[src/include/dsl_regs.svh]
// Register offsets, reset values, pin indices and timing counts of the setting lock block
// ==========================================================================
// Overview of operation
// Lock selector: 0 none, 1 settings, 2 reference, 3 both
// Settings lock never covers the lock selector
// Lock selector changes only by two-key press; here serial link writes also change it
// Serial link writes ignore the settings lock
// Frequency source accepts only value zero
// Link or multistep reference beats keypad reference
// Run source 1: terminals run forward/reverse
// Run source 2: keypad run, always forward
// Run source 3: keypad run, always reverse
// Run source frozen while a terminal is on
// Link run command beats selected run source
// Host holds terminals off before assigning them
// Active alarm register holds newest alarm, read-only
// Codes 1-3,6-8,10,17,22 for listed alarms
// Codes 23,25,31,33,37,38,46,51,61,254 for others
// Red lamp off normally, flashes alarm group
// Green lamp flashes continuously while powered
// Four-deep alarm history, first slot newest
// Serial error type latched in own register
// Test trigger raises mock alarm, self-clears
// Log clear erases history, self-clears
// New alarm shifts history one place older
// Read-only writes ignored, out-of-range values rejected
`ifndef DSL_REGS_SVH
`define DSL_REGS_SVH
// ==========================================================================
// Register offsets
`define DSL_ADDR_LOCK 16'h0000
`define DSL_ADDR_FSRC 16'h0001
`define DSL_ADDR_RSRC 16'h0002
`define DSL_ADDR_LOGCLR 16'h0314
`define DSL_ADDR_MOCK 16'h031e
`define DSL_ADDR_ACTIVE 16'h0502
`define DSL_ADDR_COMMERR 16'h050b
`define DSL_ADDR_HIST0 16'h050c
`define DSL_ADDR_HIST1 16'h050d
`define DSL_ADDR_HIST2 16'h050e
`define DSL_ADDR_HIST3 16'h050f
// ==========================================================================
// Reset values and legal ranges
`define DSL_LOCK_RST 2'h0
`define DSL_LOCK_MAX 16'h0003
`define DSL_FSRC_RST 1'h0
`define DSL_RSRC_RST 2'h1
`define DSL_RSRC_MIN 16'h0001
`define DSL_RSRC_MAX 16'h0003
`define DSL_FLAG_MAX 16'h0001
`define DSL_MOCK_CODE 8'hfe
`define DSL_COMM_CODE 8'h26
// ==========================================================================
// Synchronised pin indices
`define DSL_PIN_FWD 0
`define DSL_PIN_REV 1
`define DSL_PIN_UP 2
`define DSL_PIN_DOWN 3
`define DSL_PIN_RUN 4
`define DSL_PIN_STOP 5
`define DSL_PIN_RAISE 6
`define DSL_PIN_LOWER 7
// ==========================================================================
// Lamp timing: one flash slot in milliseconds, clock period in ns
`define DSL_FLASH_MS 250
`define DSL_CLK_NS 8
`define DSL_GAP_SLOTS 5'h04
`endif

[src/include/dsl_pkg.sv]
// Types shared by the setting lock and alarm log block
package dsl_pkg;
  // Whole state of the core, registered once per clock
  typedef struct packed {
    logic [7:0] s1;
    logic [7:0] s2;
    logic [7:0] s3;
    logic [1:0] lock;
    logic fsrc;
    logic [1:0] run_src;
    logic [15:0] kref;
    logic key_run;
    logic alarm_on;
    logic [7:0] act;
    logic [7:0] h0;
    logic [7:0] h1;
    logic [7:0] h2;
    logic [7:0] h3;
    logic [15:0] comm_detail;
    logic [27:0] tick_cnt;
    logic [4:0] step;
    logic green;
    logic red;
    logic [15:0] rd_data;
    logic [15:0] freq;
    logic forward_run_input;
    logic reverse_run_input;
    logic rej;
  } dsl_state_s;
endpackage

[src/verilog/dsl_core.sv]
// Setting lock, command source selection, alarm log and status lamps
`timescale 1ns/1ns
`include "dsl_regs.svh"
module dsl_core
  import dsl_pkg::*;
#(
  parameter int unsigned FLASH_CYCLES = `DSL_FLASH_MS * 1000000 / `DSL_CLK_NS
) (
  input wire logic clock_in,
  input wire logic rst_n_in,
  input wire logic forward_run_input_in,
  input wire logic reverse_run_input_in,
  input wire logic key_up_in,
  input wire logic key_down_in,
  input wire logic key_run_in,
  input wire logic key_stop_in,
  input wire logic key_lock_raise_in,
  input wire logic key_lock_lower_in,
  input wire logic key_wr_in,
  input wire logic [15:0] key_addr_in,
  input wire logic [15:0] key_data_in,
  input wire logic comm_wr_in,
  input wire logic [15:0] comm_addr_in,
  input wire logic [15:0] comm_data_in,
  input wire logic [15:0] rd_addr_in,
  input wire logic comm_freq_valid_in,
  input wire logic [15:0] comm_freq_in,
  input wire logic multistep_valid_in,
  input wire logic [15:0] multistep_freq_in,
  input wire logic comm_run_valid_in,
  input wire logic comm_run_fwd_in,
  input wire logic comm_run_rev_in,
  input wire logic alarm_raise_in,
  input wire logic [7:0] alarm_code_in,
  input wire logic alarm_reset_in,
  input wire logic comm_err_in,
  input wire logic [15:0] comm_err_type_in,
  output logic [15:0] rd_data_out,
  output logic [15:0] freq_ref_out,
  output logic run_fwd_out,
  output logic run_rev_out,
  output logic alarm_output_out,
  output logic red_led_out,
  output logic green_led_out,
  output logic wr_reject_out
);

  // ==========================================================================
  // State
  dsl_state_s s_q;
  dsl_state_s s_d;
  logic [7:0] pins;
  logic [7:0] rise;
  logic wr_en;
  logic wr_key;
  logic [15:0] wr_addr;
  logic [15:0] wr_data;
  logic wr_ok;
  logic mock_go;
  logic clr_go;
  logic raise;
  logic [7:0] raise_code;
  logic tick;
  logic [4:0] flashes;
  logic [4:0] seq_len;

  // Flash count per alarm group; zero means steady on
  function automatic logic [4:0] flash_count(input logic [7:0] code);
    logic [4:0] n;
    n = 5'h00;
    case (code)
      8'h01, 8'h02, 8'h03: n = 5'h05;
      8'h06, 8'h07, 8'h08, 8'h0a: n = 5'h03;
      8'h11, 8'h16: n = 5'h07;
      8'h17, 8'h19: n = 5'h08;
      8'h1f, 8'h21, 8'h3d: n = 5'h00;
      8'h25: n = 5'h02;
      8'h26: n = 5'h01;
      8'h2e: n = 5'h09;
      8'h33: n = 5'h03;
      8'hfe: n = 5'h04;
      default: n = 5'h00;
    endcase
    return n;
  endfunction

  // Pins only after two flops; third stage gives edges
  assign pins = {key_lock_lower_in, key_lock_raise_in, key_stop_in, key_run_in,
                 key_down_in, key_up_in, reverse_run_input_in, forward_run_input_in};
  assign rise = s_q.s2 & ~s_q.s3;

  // Link write wins the slot when both parties write together
  assign wr_key = key_wr_in & ~comm_wr_in;
  assign wr_en = key_wr_in | comm_wr_in;
  assign wr_addr = comm_wr_in ? comm_addr_in : key_addr_in;
  assign wr_data = comm_wr_in ? comm_data_in : key_data_in;

  // ==========================================================================
  // Write acceptance
  always_comb begin
    wr_ok = 1'b0;
    case (wr_addr)
      // Keypad can never write the lock selector directly
      `DSL_ADDR_LOCK: wr_ok = ~wr_key && wr_data <= `DSL_LOCK_MAX;
      `DSL_ADDR_FSRC: wr_ok = wr_data == 16'h0000;
      `DSL_ADDR_RSRC: begin
        wr_ok = wr_data >= `DSL_RSRC_MIN && wr_data <= `DSL_RSRC_MAX &&
                ~s_q.s2[`DSL_PIN_FWD] && ~s_q.s2[`DSL_PIN_REV];
      end
      `DSL_ADDR_LOGCLR, `DSL_ADDR_MOCK: wr_ok = wr_data <= `DSL_FLAG_MAX;
      default: wr_ok = 1'b0;
    endcase
    // Settings lock gates keypad edits only; link writes pass
    if (wr_key && s_q.lock[0] && wr_addr != `DSL_ADDR_LOCK) begin
      wr_ok = 1'b0;
    end
    wr_ok = wr_ok & wr_en;
  end

  // Self-clearing triggers never hold a stored one
  assign mock_go = wr_ok && wr_addr == `DSL_ADDR_MOCK && wr_data[0];
  assign clr_go = wr_ok && wr_addr == `DSL_ADDR_LOGCLR && wr_data[0];
  assign raise = alarm_raise_in | mock_go;
  // A real alarm beats a mock one arriving in the same cycle
  assign raise_code = alarm_raise_in ? alarm_code_in : `DSL_MOCK_CODE;

  // Lamp slot timing
  assign tick = s_q.tick_cnt == 28'(FLASH_CYCLES - 1);
  assign flashes = flash_count(s_q.act);
  assign seq_len = 5'({flashes, 1'b0}) + `DSL_GAP_SLOTS;

  // ==========================================================================
  // Next state
  always_comb begin
    s_d = s_q;
    s_d.s1 = pins;
    s_d.s2 = s_q.s1;
    s_d.s3 = s_q.s2;
    s_d.rej = wr_en & ~wr_ok;
    // Selector writes
    if (wr_ok && wr_addr == `DSL_ADDR_LOCK) begin
      s_d.lock = wr_data[1:0];
    end
    if (wr_ok && wr_addr == `DSL_ADDR_FSRC) begin
      s_d.fsrc = wr_data[0];
    end
    if (wr_ok && wr_addr == `DSL_ADDR_RSRC) begin
      s_d.run_src = wr_data[1:0];
    end
    // Two-key press steps the lock selector between 0 and 1
    if (rise[`DSL_PIN_RAISE] && s_q.lock == 2'h0) begin
      s_d.lock = 2'h1;
    end else if (rise[`DSL_PIN_LOWER] && s_q.lock == 2'h1) begin
      s_d.lock = 2'h0;
    end
    // Keypad reference steps unless reference lock is on
    if (!s_q.lock[1] && s_q.fsrc == `DSL_FSRC_RST) begin
      if (rise[`DSL_PIN_UP] && s_q.kref != 16'hffff) begin
        s_d.kref = s_q.kref + 16'h0001;
      end else if (rise[`DSL_PIN_DOWN] && s_q.kref != 16'h0000) begin
        s_d.kref = s_q.kref - 16'h0001;
      end
    end
    // Keypad run latch, cleared on stop or while the terminals are the run source
    if (rise[`DSL_PIN_STOP] || s_q.run_src == `DSL_RSRC_RST) begin
      s_d.key_run = 1'b0;
    end else if (rise[`DSL_PIN_RUN]) begin
      s_d.key_run = 1'b1;
    end
    // Reference priority: link, then multistep, then keypad
    if (comm_freq_valid_in) begin
      s_d.freq = comm_freq_in;
    end else if (multistep_valid_in) begin
      s_d.freq = multistep_freq_in;
    end else begin
      s_d.freq = s_q.kref;
    end
    // Run command priority: link, then selected source
    if (comm_run_valid_in) begin
      s_d.forward_run_input = comm_run_fwd_in & ~comm_run_rev_in;
      s_d.reverse_run_input = comm_run_rev_in & ~comm_run_fwd_in;
    end else begin
      case (s_q.run_src)
        2'h1: begin
          // Both terminals on is treated as stop
          s_d.forward_run_input = s_q.s2[`DSL_PIN_FWD] & ~s_q.s2[`DSL_PIN_REV];
          s_d.reverse_run_input = s_q.s2[`DSL_PIN_REV] & ~s_q.s2[`DSL_PIN_FWD];
        end
        2'h2: begin
          s_d.forward_run_input = s_q.key_run;
          s_d.reverse_run_input = 1'b0;
        end
        2'h3: begin
          s_d.forward_run_input = 1'b0;
          s_d.reverse_run_input = s_q.key_run;
        end
        default: begin
          s_d.forward_run_input = 1'b0;
          s_d.reverse_run_input = 1'b0;
        end
      endcase
    end
    // Alarm log: clear first so a same-cycle alarm survives
    if (clr_go) begin
      s_d.h0 = 8'h00;
      s_d.h1 = 8'h00;
      s_d.h2 = 8'h00;
      s_d.h3 = 8'h00;
    end
    if (alarm_reset_in) begin
      s_d.alarm_on = 1'b0;
    end
    if (raise) begin
      s_d.act = raise_code;
      s_d.alarm_on = 1'b1;
      s_d.h0 = raise_code;
      s_d.h1 = clr_go ? 8'h00 : s_q.h0;
      s_d.h2 = clr_go ? 8'h00 : s_q.h1;
      s_d.h3 = clr_go ? 8'h00 : s_q.h2;
    end
    if (comm_err_in) begin
      s_d.comm_detail = comm_err_type_in;
    end
    // Lamps: green toggles each slot, red walks the flash sequence
    s_d.tick_cnt = tick ? 28'h0000000 : s_q.tick_cnt + 28'h0000001;
    if (tick) begin
      s_d.green = ~s_q.green;
      s_d.step = (s_q.step >= seq_len - 5'h01) ? 5'h00 : s_q.step + 5'h01;
    end
    if (!s_q.alarm_on) begin
      s_d.step = 5'h00;
      s_d.red = 1'b0;
    end else if (flashes == 5'h00) begin
      s_d.red = 1'b1;
    end else begin
      s_d.red = s_q.step < {flashes[3:0], 1'b0} && !s_q.step[0];
    end
    // Read port, one cycle behind the address
    case (rd_addr_in)
      `DSL_ADDR_LOCK: s_d.rd_data = {14'h0000, s_q.lock};
      `DSL_ADDR_FSRC: s_d.rd_data = {15'h0000, s_q.fsrc};
      `DSL_ADDR_RSRC: s_d.rd_data = {14'h0000, s_q.run_src};
      `DSL_ADDR_ACTIVE: s_d.rd_data = {8'h00, s_q.act};
      `DSL_ADDR_COMMERR: s_d.rd_data = s_q.comm_detail;
      `DSL_ADDR_HIST0: s_d.rd_data = {8'h00, s_q.h0};
      `DSL_ADDR_HIST1: s_d.rd_data = {8'h00, s_q.h1};
      `DSL_ADDR_HIST2: s_d.rd_data = {8'h00, s_q.h2};
      `DSL_ADDR_HIST3: s_d.rd_data = {8'h00, s_q.h3};
      default: s_d.rd_data = 16'h0000;
    endcase
  end

  // ==========================================================================
  // State register
  always_ff @(posedge clock_in or negedge rst_n_in) begin
    if (!rst_n_in) begin
      s_q <= '0;
      s_q.lock <= `DSL_LOCK_RST;
      s_q.fsrc <= `DSL_FSRC_RST;
      s_q.run_src <= `DSL_RSRC_RST;
    end else begin
      s_q <= s_d;
    end
  end

  assign rd_data_out = s_q.rd_data;
  assign freq_ref_out = s_q.freq;
  assign run_fwd_out = s_q.forward_run_input;
  assign run_rev_out = s_q.reverse_run_input;
  assign alarm_output_out = s_q.alarm_on;
  assign red_led_out = s_q.red;
  assign green_led_out = s_q.green;
  assign wr_reject_out = s_q.rej;
endmodule // dsl_core

[config.mk]
export PLATFORM = sky130hd
export DESIGN_NAME = dsl_core
export DESIGN_NICKNAME = d
export VERILOG_FILES = /design/src/include/dsl_pkg.sv /design/src/verilog/dsl_core.sv
export VERILOG_INCLUDE_DIRS = /design/src /design/src/include
export SDC_FILE = /design/constraint.sdc
export NUM_CORES = 1
export LEC_CHECK = 0
export CORE_UTILIZATION = 30
export DETAILED_ROUTE_END_ITERATION = 8
export DONT_BUFFER_PORTS = 1
export PLACE_DENSITY = 0.5
export SYNTH_ARGS = -nofsm -noshare
export SYNTH_HDL_FRONTEND = slang
export SYNTH_SLANG_ARGS = --single-unit
[constraint.sdc]
create_clock -name clock_in -period 4.8 [get_ports clock_in]
set_input_delay 0.48 -clock clock_in [delete_from_list [all_inputs] [get_ports clock_in]]
set_output_delay 0.48 -clock clock_in [all_outputs]
set_load 0.01 [all_outputs]
; ---- After elaboration in Yosys (flattened, before gate mapping)
; Cells that the tools add are included.
[totals]
input_bits = 156
latchBits = 0
output_inout_bits = 38
romBits = 0
elab_cells = 160
ram_bits = 0
memories = 0
regBits = 173
[op_classes]
n_mul = 0
shift = 0
reduce_logical = 40
div = 0
eq_ne = 35
mux = 30
n_bitwise = 20
order_cmp = 5
addsub = 6
[ops]
columns = cell, n
row1 = case mux 16 bit (9 select lines), 1
row2 = == test 16 x 11 -> 1 bit (second input constant), 6
row3 = two-way mux 16 bit, 6
row4 = logical NOT 16 bit, 3
row5 = two-way mux 41 bit, 1
row6 = == test 16 x 1 -> 1 bit (second input constant), 2
row7 = == test 16 x 10 -> 1 bit (second input constant), 2
row8 = == test 16 x 2 -> 1 bit (second input constant), 2
row9 = == test 8 x 5 -> 1 bit (second input constant), 4
row10 = == test 8 x 6 -> 1 bit (second input constant), 4
row11 = two-way mux 32 bit, 1
row12 = two-way mux 8 bit, 4
row13 = case mux 4 bit (8 select lines), 1
row14 = nonzero test 16 bit, 2
row15 = adder 28 x 1 -> 28 bit (second input constant), 1
row16 = == test 28 x 25 -> 1 bit (second input constant), 1
row17 = two-way mux 28 bit, 1
row18 = logical AND 1 bit, 19
row19 = adder 16 x 1 -> 16 bit (second input constant), 1
row20 = == test 8 x 2 -> 1 bit (second input constant), 2
row21 = == test 8 x 3 -> 1 bit (second input constant), 2
row22 = == test 8 x 4 -> 1 bit (second input constant), 2
row23 = >= comparator 16 x 1 -> 1 bit (second input constant), 1
row24 = <= comparator 16 x 1 -> 1 bit (second input constant), 1
row25 = other kinds (34), 66

; ---- Longest topological paths before layout
[logic_depth]
word_depth = 12
depth_mapped = 17
depth_no_buf = 17

; ---- Worst setup path after synthesis
; OpenSTA, ideal clock, no wires.
[synth_timing]
kind = register -> register
start = register s_q[128] (netlist bit)
end = register s_q[143] (netlist bit)
path_stages_with_launch = 11
slack_ps = 1034
required_time_ps = 4659
synth_period_minus_slack_ps = 3766
t_arrival_ps = 3625
setup_time_ps = 141
path_buffers = 0
path_cell_list = dfrtp_1 -> nand4_1 -> o41ai_2 -> ha_1 -> a211oi_1 -> nor2_1 -> o41ai_2 -> a211oi_1 -> o41ai_1 -> o41ai_1 -> xor2_1
[synth_between]
elab_chain_len = 4
elab_cells_between_ends = 10
classes_between = add/sub: 2 / eq/ne: 1 / mux: 2 / reduce/logical: 5
[synth_lines]
columns = item, line
row1 = start: declaration, dsl_core.sv:50  ; dsl_state_s s_q;
row2 = branches (longest 4 deep; another with subtractor 16 x 1 -> 16 bit), n/a
; Several ways; the timed one is not identified. The select of a mux whose other input is x is not followed.
; A chain may end at the register's enable or synchronous reset.

; ---- Worst setup path in the final report
; Ends and elaborated chain as after synthesis.

==> flow_summary.yaml <==
layout:
  layout-drive-gt1-share: 0.114
  final_nets: 984
  area_delta_synth_final_pct: 9.40
  diodes: 0
synthesis:
  synth_cell_type_count: 80
  synthesis.area_um2: 8800
  synth-seq-cells: 171
  ys.flop_type: "dfrtp_1"
  synth_edf_count: 0
  synth_compound_area_frac: 0.112
  ys_seq_area_frac: 0.487
  synthAdderAreaFrac: 0.0393
  synth_xor_xnor_area_share: 0.0398
  synth_fp_nets: 1018
  yosys.area_share.simple: 0.179
  syn_inst: 835
  synth_warnings: 0
  synthMuxAreaShare: 0.0924
  synth_top_family_by_area: "simple AND/OR/NAND/NOR gates"
  synthArstFlopShare: 1.00
  avgSynthCellArea_um2: 10.5
worst_setup_path:
  slowest_stage: "o41ai_4"
  r2r-end: "s_q[143]"
  path_class: "flop to flop"
  reg2reg_slack_ns: 1.07
  worst-r2r-cell-count: 12
  crit_arrival_ns: 4.09
  endpoint: "s_q[143]"
  path_max_fanout: 12
  path_cells: "nand4_1 > o41ai_4 > buf_4 > ha_1 > o21ai_0 > nor2_1 > o41ai_2 > a211oi_1 > o41ai_1 > a21oi_1 > o41ai_1 > xor2_1"
  slowest_delay_ns: 0.63
  crit_path_frequent_cell: "o41ai_1"
  startpoint: "s_q[128]"
  startpoint_type: "flop"
  worstReg2RegStart: "s_q[128]"
  endpoint_kind: "flop"
  worstPathRequired_ns: 5.16
clock_network:
  insertion_delay_ns: 0.43
  htreeDepth: 4
  cts.path.max_buffers: 2
  cts_tree: "yes"
  post_cts_buffers: 0
  clkSinkCount: 171
  hold_buffers: 1
  ctsResizeCount: 0
  numCtsBuffers: 17
  cts_root_buf: "clkbuf_16"
  cts.clk_slew.worst_paths_ns: 0.07
route:
  drc_errors: 0
  wl_per_cell_um: 17.1
  routed_wl_um: 20500
  ant_nets: 0
  vias_per_cell: 5.00
  drt-initial-drc-count: 307
  dr.pass1.iters: 4
  vias: 5990
global_routing:
  grt_pass1_vias: 5988
  grt_max_degree: 172
  antenna_found_initial: 0
  grt_overflow_total: 0
  grt_use_total: 0.140
  grt_pass1_wl_um: 33000
timing:
  timing.slew.headroom: 0.270
  slew_viol_final: 0
  rsz0062_at_grt: "no"
  timing.hold.ws_ns: 0.0107
  tightest_slew_ns: 1.09
  setup_violations: 0
  fin_skew_ns: 0.0104
  min_period_over_period: 0.778
  period_needed_ns: 3.73
  fmaxAchievable_mhz: 268
  fin_setup_tns_ns: 0
  hold_viol_final: 0
floorplanning:
  ios: 194
  fp-row-count: 62
  dieHeight_um: 173
  core_um2: 28800
  die_area_um2: 30000
  die_w_um: 173
  start_util: 0.306
power_and_ir_drop:
  power_frac_comb: 0.210
  p_int_mw: 2.83
  max-vdd-ir-drop_mv: 0.229
  pwr-share-clk: 0.353
  seqPwrFrac: 0.437
  switching_power_mw: 1.31
  leakage_nw: 4.13
  swShare: 0.316
  powerDensity_nw_per_um2: 429
placement:
  hpwl_um: 14700
  gp_congestion: 0.789
  port-buffer-count: 0
min_path:
  worstHoldPathType: "input pin to async pin"
job:
  maxCapViolations: 0
run_status:
  status: "complete, no violations"
[area by class of cell]
cell class | count | area [µm²]
fillers | 2880 | 19200
clock inverters | 14 | 175
repair buffers | 6 | 65.1
clock buffers | 18 | 439
well taps | 384 | 480
inverters | 24 | 90.1
flip-flops and latches | 171 | 4280
multi-input cells | 581 | 4090
[critical path: cells and delay by family (launching register included)]
family,cells,cell delay (ns)
compound gates,7,2.11
xor+xnor,1,0.18
flops,1,0.49
simple gates,2,0.28
buf+inv,1,0.30
fa+ha+maj,1,0.30
[synth_stat cells (5+ instances only)]
library cell    n  area (µm²)
o21ai_0        48         240
nand3b_1        5        37.5
a211oi_1        5        37.5
xor2_1         23         201
nor4_1         22         138
clkbuf_1       16        60.1
dfrtp_1       170        4250
mux2i_1        43         430
and3_1          5        31.3
mux2_2         18         203
nor2b_1        21         131
nor3_1         13        65.1
xnor2_1        17         149
a21oi_1        33         165
nand3_1        18        90.1
mux4_2          8         180
a221o_1         7        70.1
ha_1           26         325
and2_1         11        68.8
nand4_1        23         144
nor2_1         75         282
buf_4          33         248
buf_2           6        30.0
o21a_1          6        45.0
inv_1          23        86.3
nand2_1        76         285
[power by group through the flow]
stage / clock network (mW) / logic (mW) / registers [mW]
3_5_place_dp: 0 / 0.843 / 1.84
4_1_cts: 1.51 / 0.879 / 1.81
5_1_grt: 1.57 / 0.994 / 1.83
2_1_floorplan: 0 / 0.752 / 1.76
6_report: 1.46 / 0.869 / 1.81
3_3_place_gp: 0 / 0.846 / 1.83
[layer usage]
| metal | vias up | GRT usage | share of wire |
|---|---|---|---|
| met4 | 0 | 0.0350 | 0.0091 |
| met2 | 177 | 0.224 | 0.47 |
| met3 | 14 | 0.0393 | 0.055 |
| met1 | 2912 | 0.186 | 0.47 |
| met5 | - | 0 | 0 |
| li1 | 2887 | - | - |
[worst min path at each step]
| stage | startpoint | slack [ns] | end |
|---|---|---|---|
| detailed placement | rst_n_in | 0.19 | s_d[159] |
| finish | rst_n_in | 0.01 | s_q[151] |
| CTS | key_up_in | 0.04 | s_d[159] |
| global route | key_run_in | 0.04 | s_d[161] |
| floorplan | rst_n_in | 0.18 | alarm_output_out |
| global placement | rst_n_in | 0.19 | s_d[151] |
[kinds of logic (layout without fill, tap and decap cells)]
logic type,Yosys count,count (layout)
simple gates,303,303
xor+xnor,40,40
mux,69,69
compound gates,142,142
fa+ha+maj,27,27
flops,171,171
buf+inv,83,62
[layout by cell type (no fill, tap or decap), types with 3 or more instances in the layout]
master	n
a211o_1	3
a211oi_1	5
a21o_1	3
a21oi_1	33
a221o_1	7
a31oi_1	4
and2_1	11
and3_1	5
buf_4	5
clkbuf_16	17
dfrtp_1	170
ha_1	26
inv_1	23
inv_6	4
inv_8	4
mux2_2	18
mux2i_1	43
mux4_2	8
nand2_1	76
nand2b_1	4
nand3_1	18
nand3b_1	5
nand4_1	23
nor2_1	75
nor2b_1	21
nor3_1	12
nor4_1	22
nor4b_1	3
o21a_1	6
o21ai_0	48
o31ai_1	4
o41ai_1	3
or2_2	3
or3_1	3
or4_1	3
xnor2_1	17
xor2_1	23
[per-stage QoR]
step	instances	power (mW)	instance area (µm²)	util	worst slack (ns)
6_report	1198	4.13	9620	0.334	1.07
5_1_grt	1198	4.39	9620	0.334	0.819
4_1_cts	1198	4.19	9620	0.334	1.05
2_1_floorplan	835	2.51	8800	-	1.03
3_5_place_dp	1165	2.68	8980	0.312	1.08
3_3_place_gp	1165	2.67	8980	0.312	1.15
[registers in the layout, summed over array words and instances, names as in the netlist]
register          flops
green_led_out         1
s_d                  16
wr_reject_out         1
red_led_out           1
run_fwd_out           1
s_q                 117
alarm_output_out      1
rd_data_out          16
run_rev_out           1
freq_ref_out         16
(Power assumes the default switching activity.)
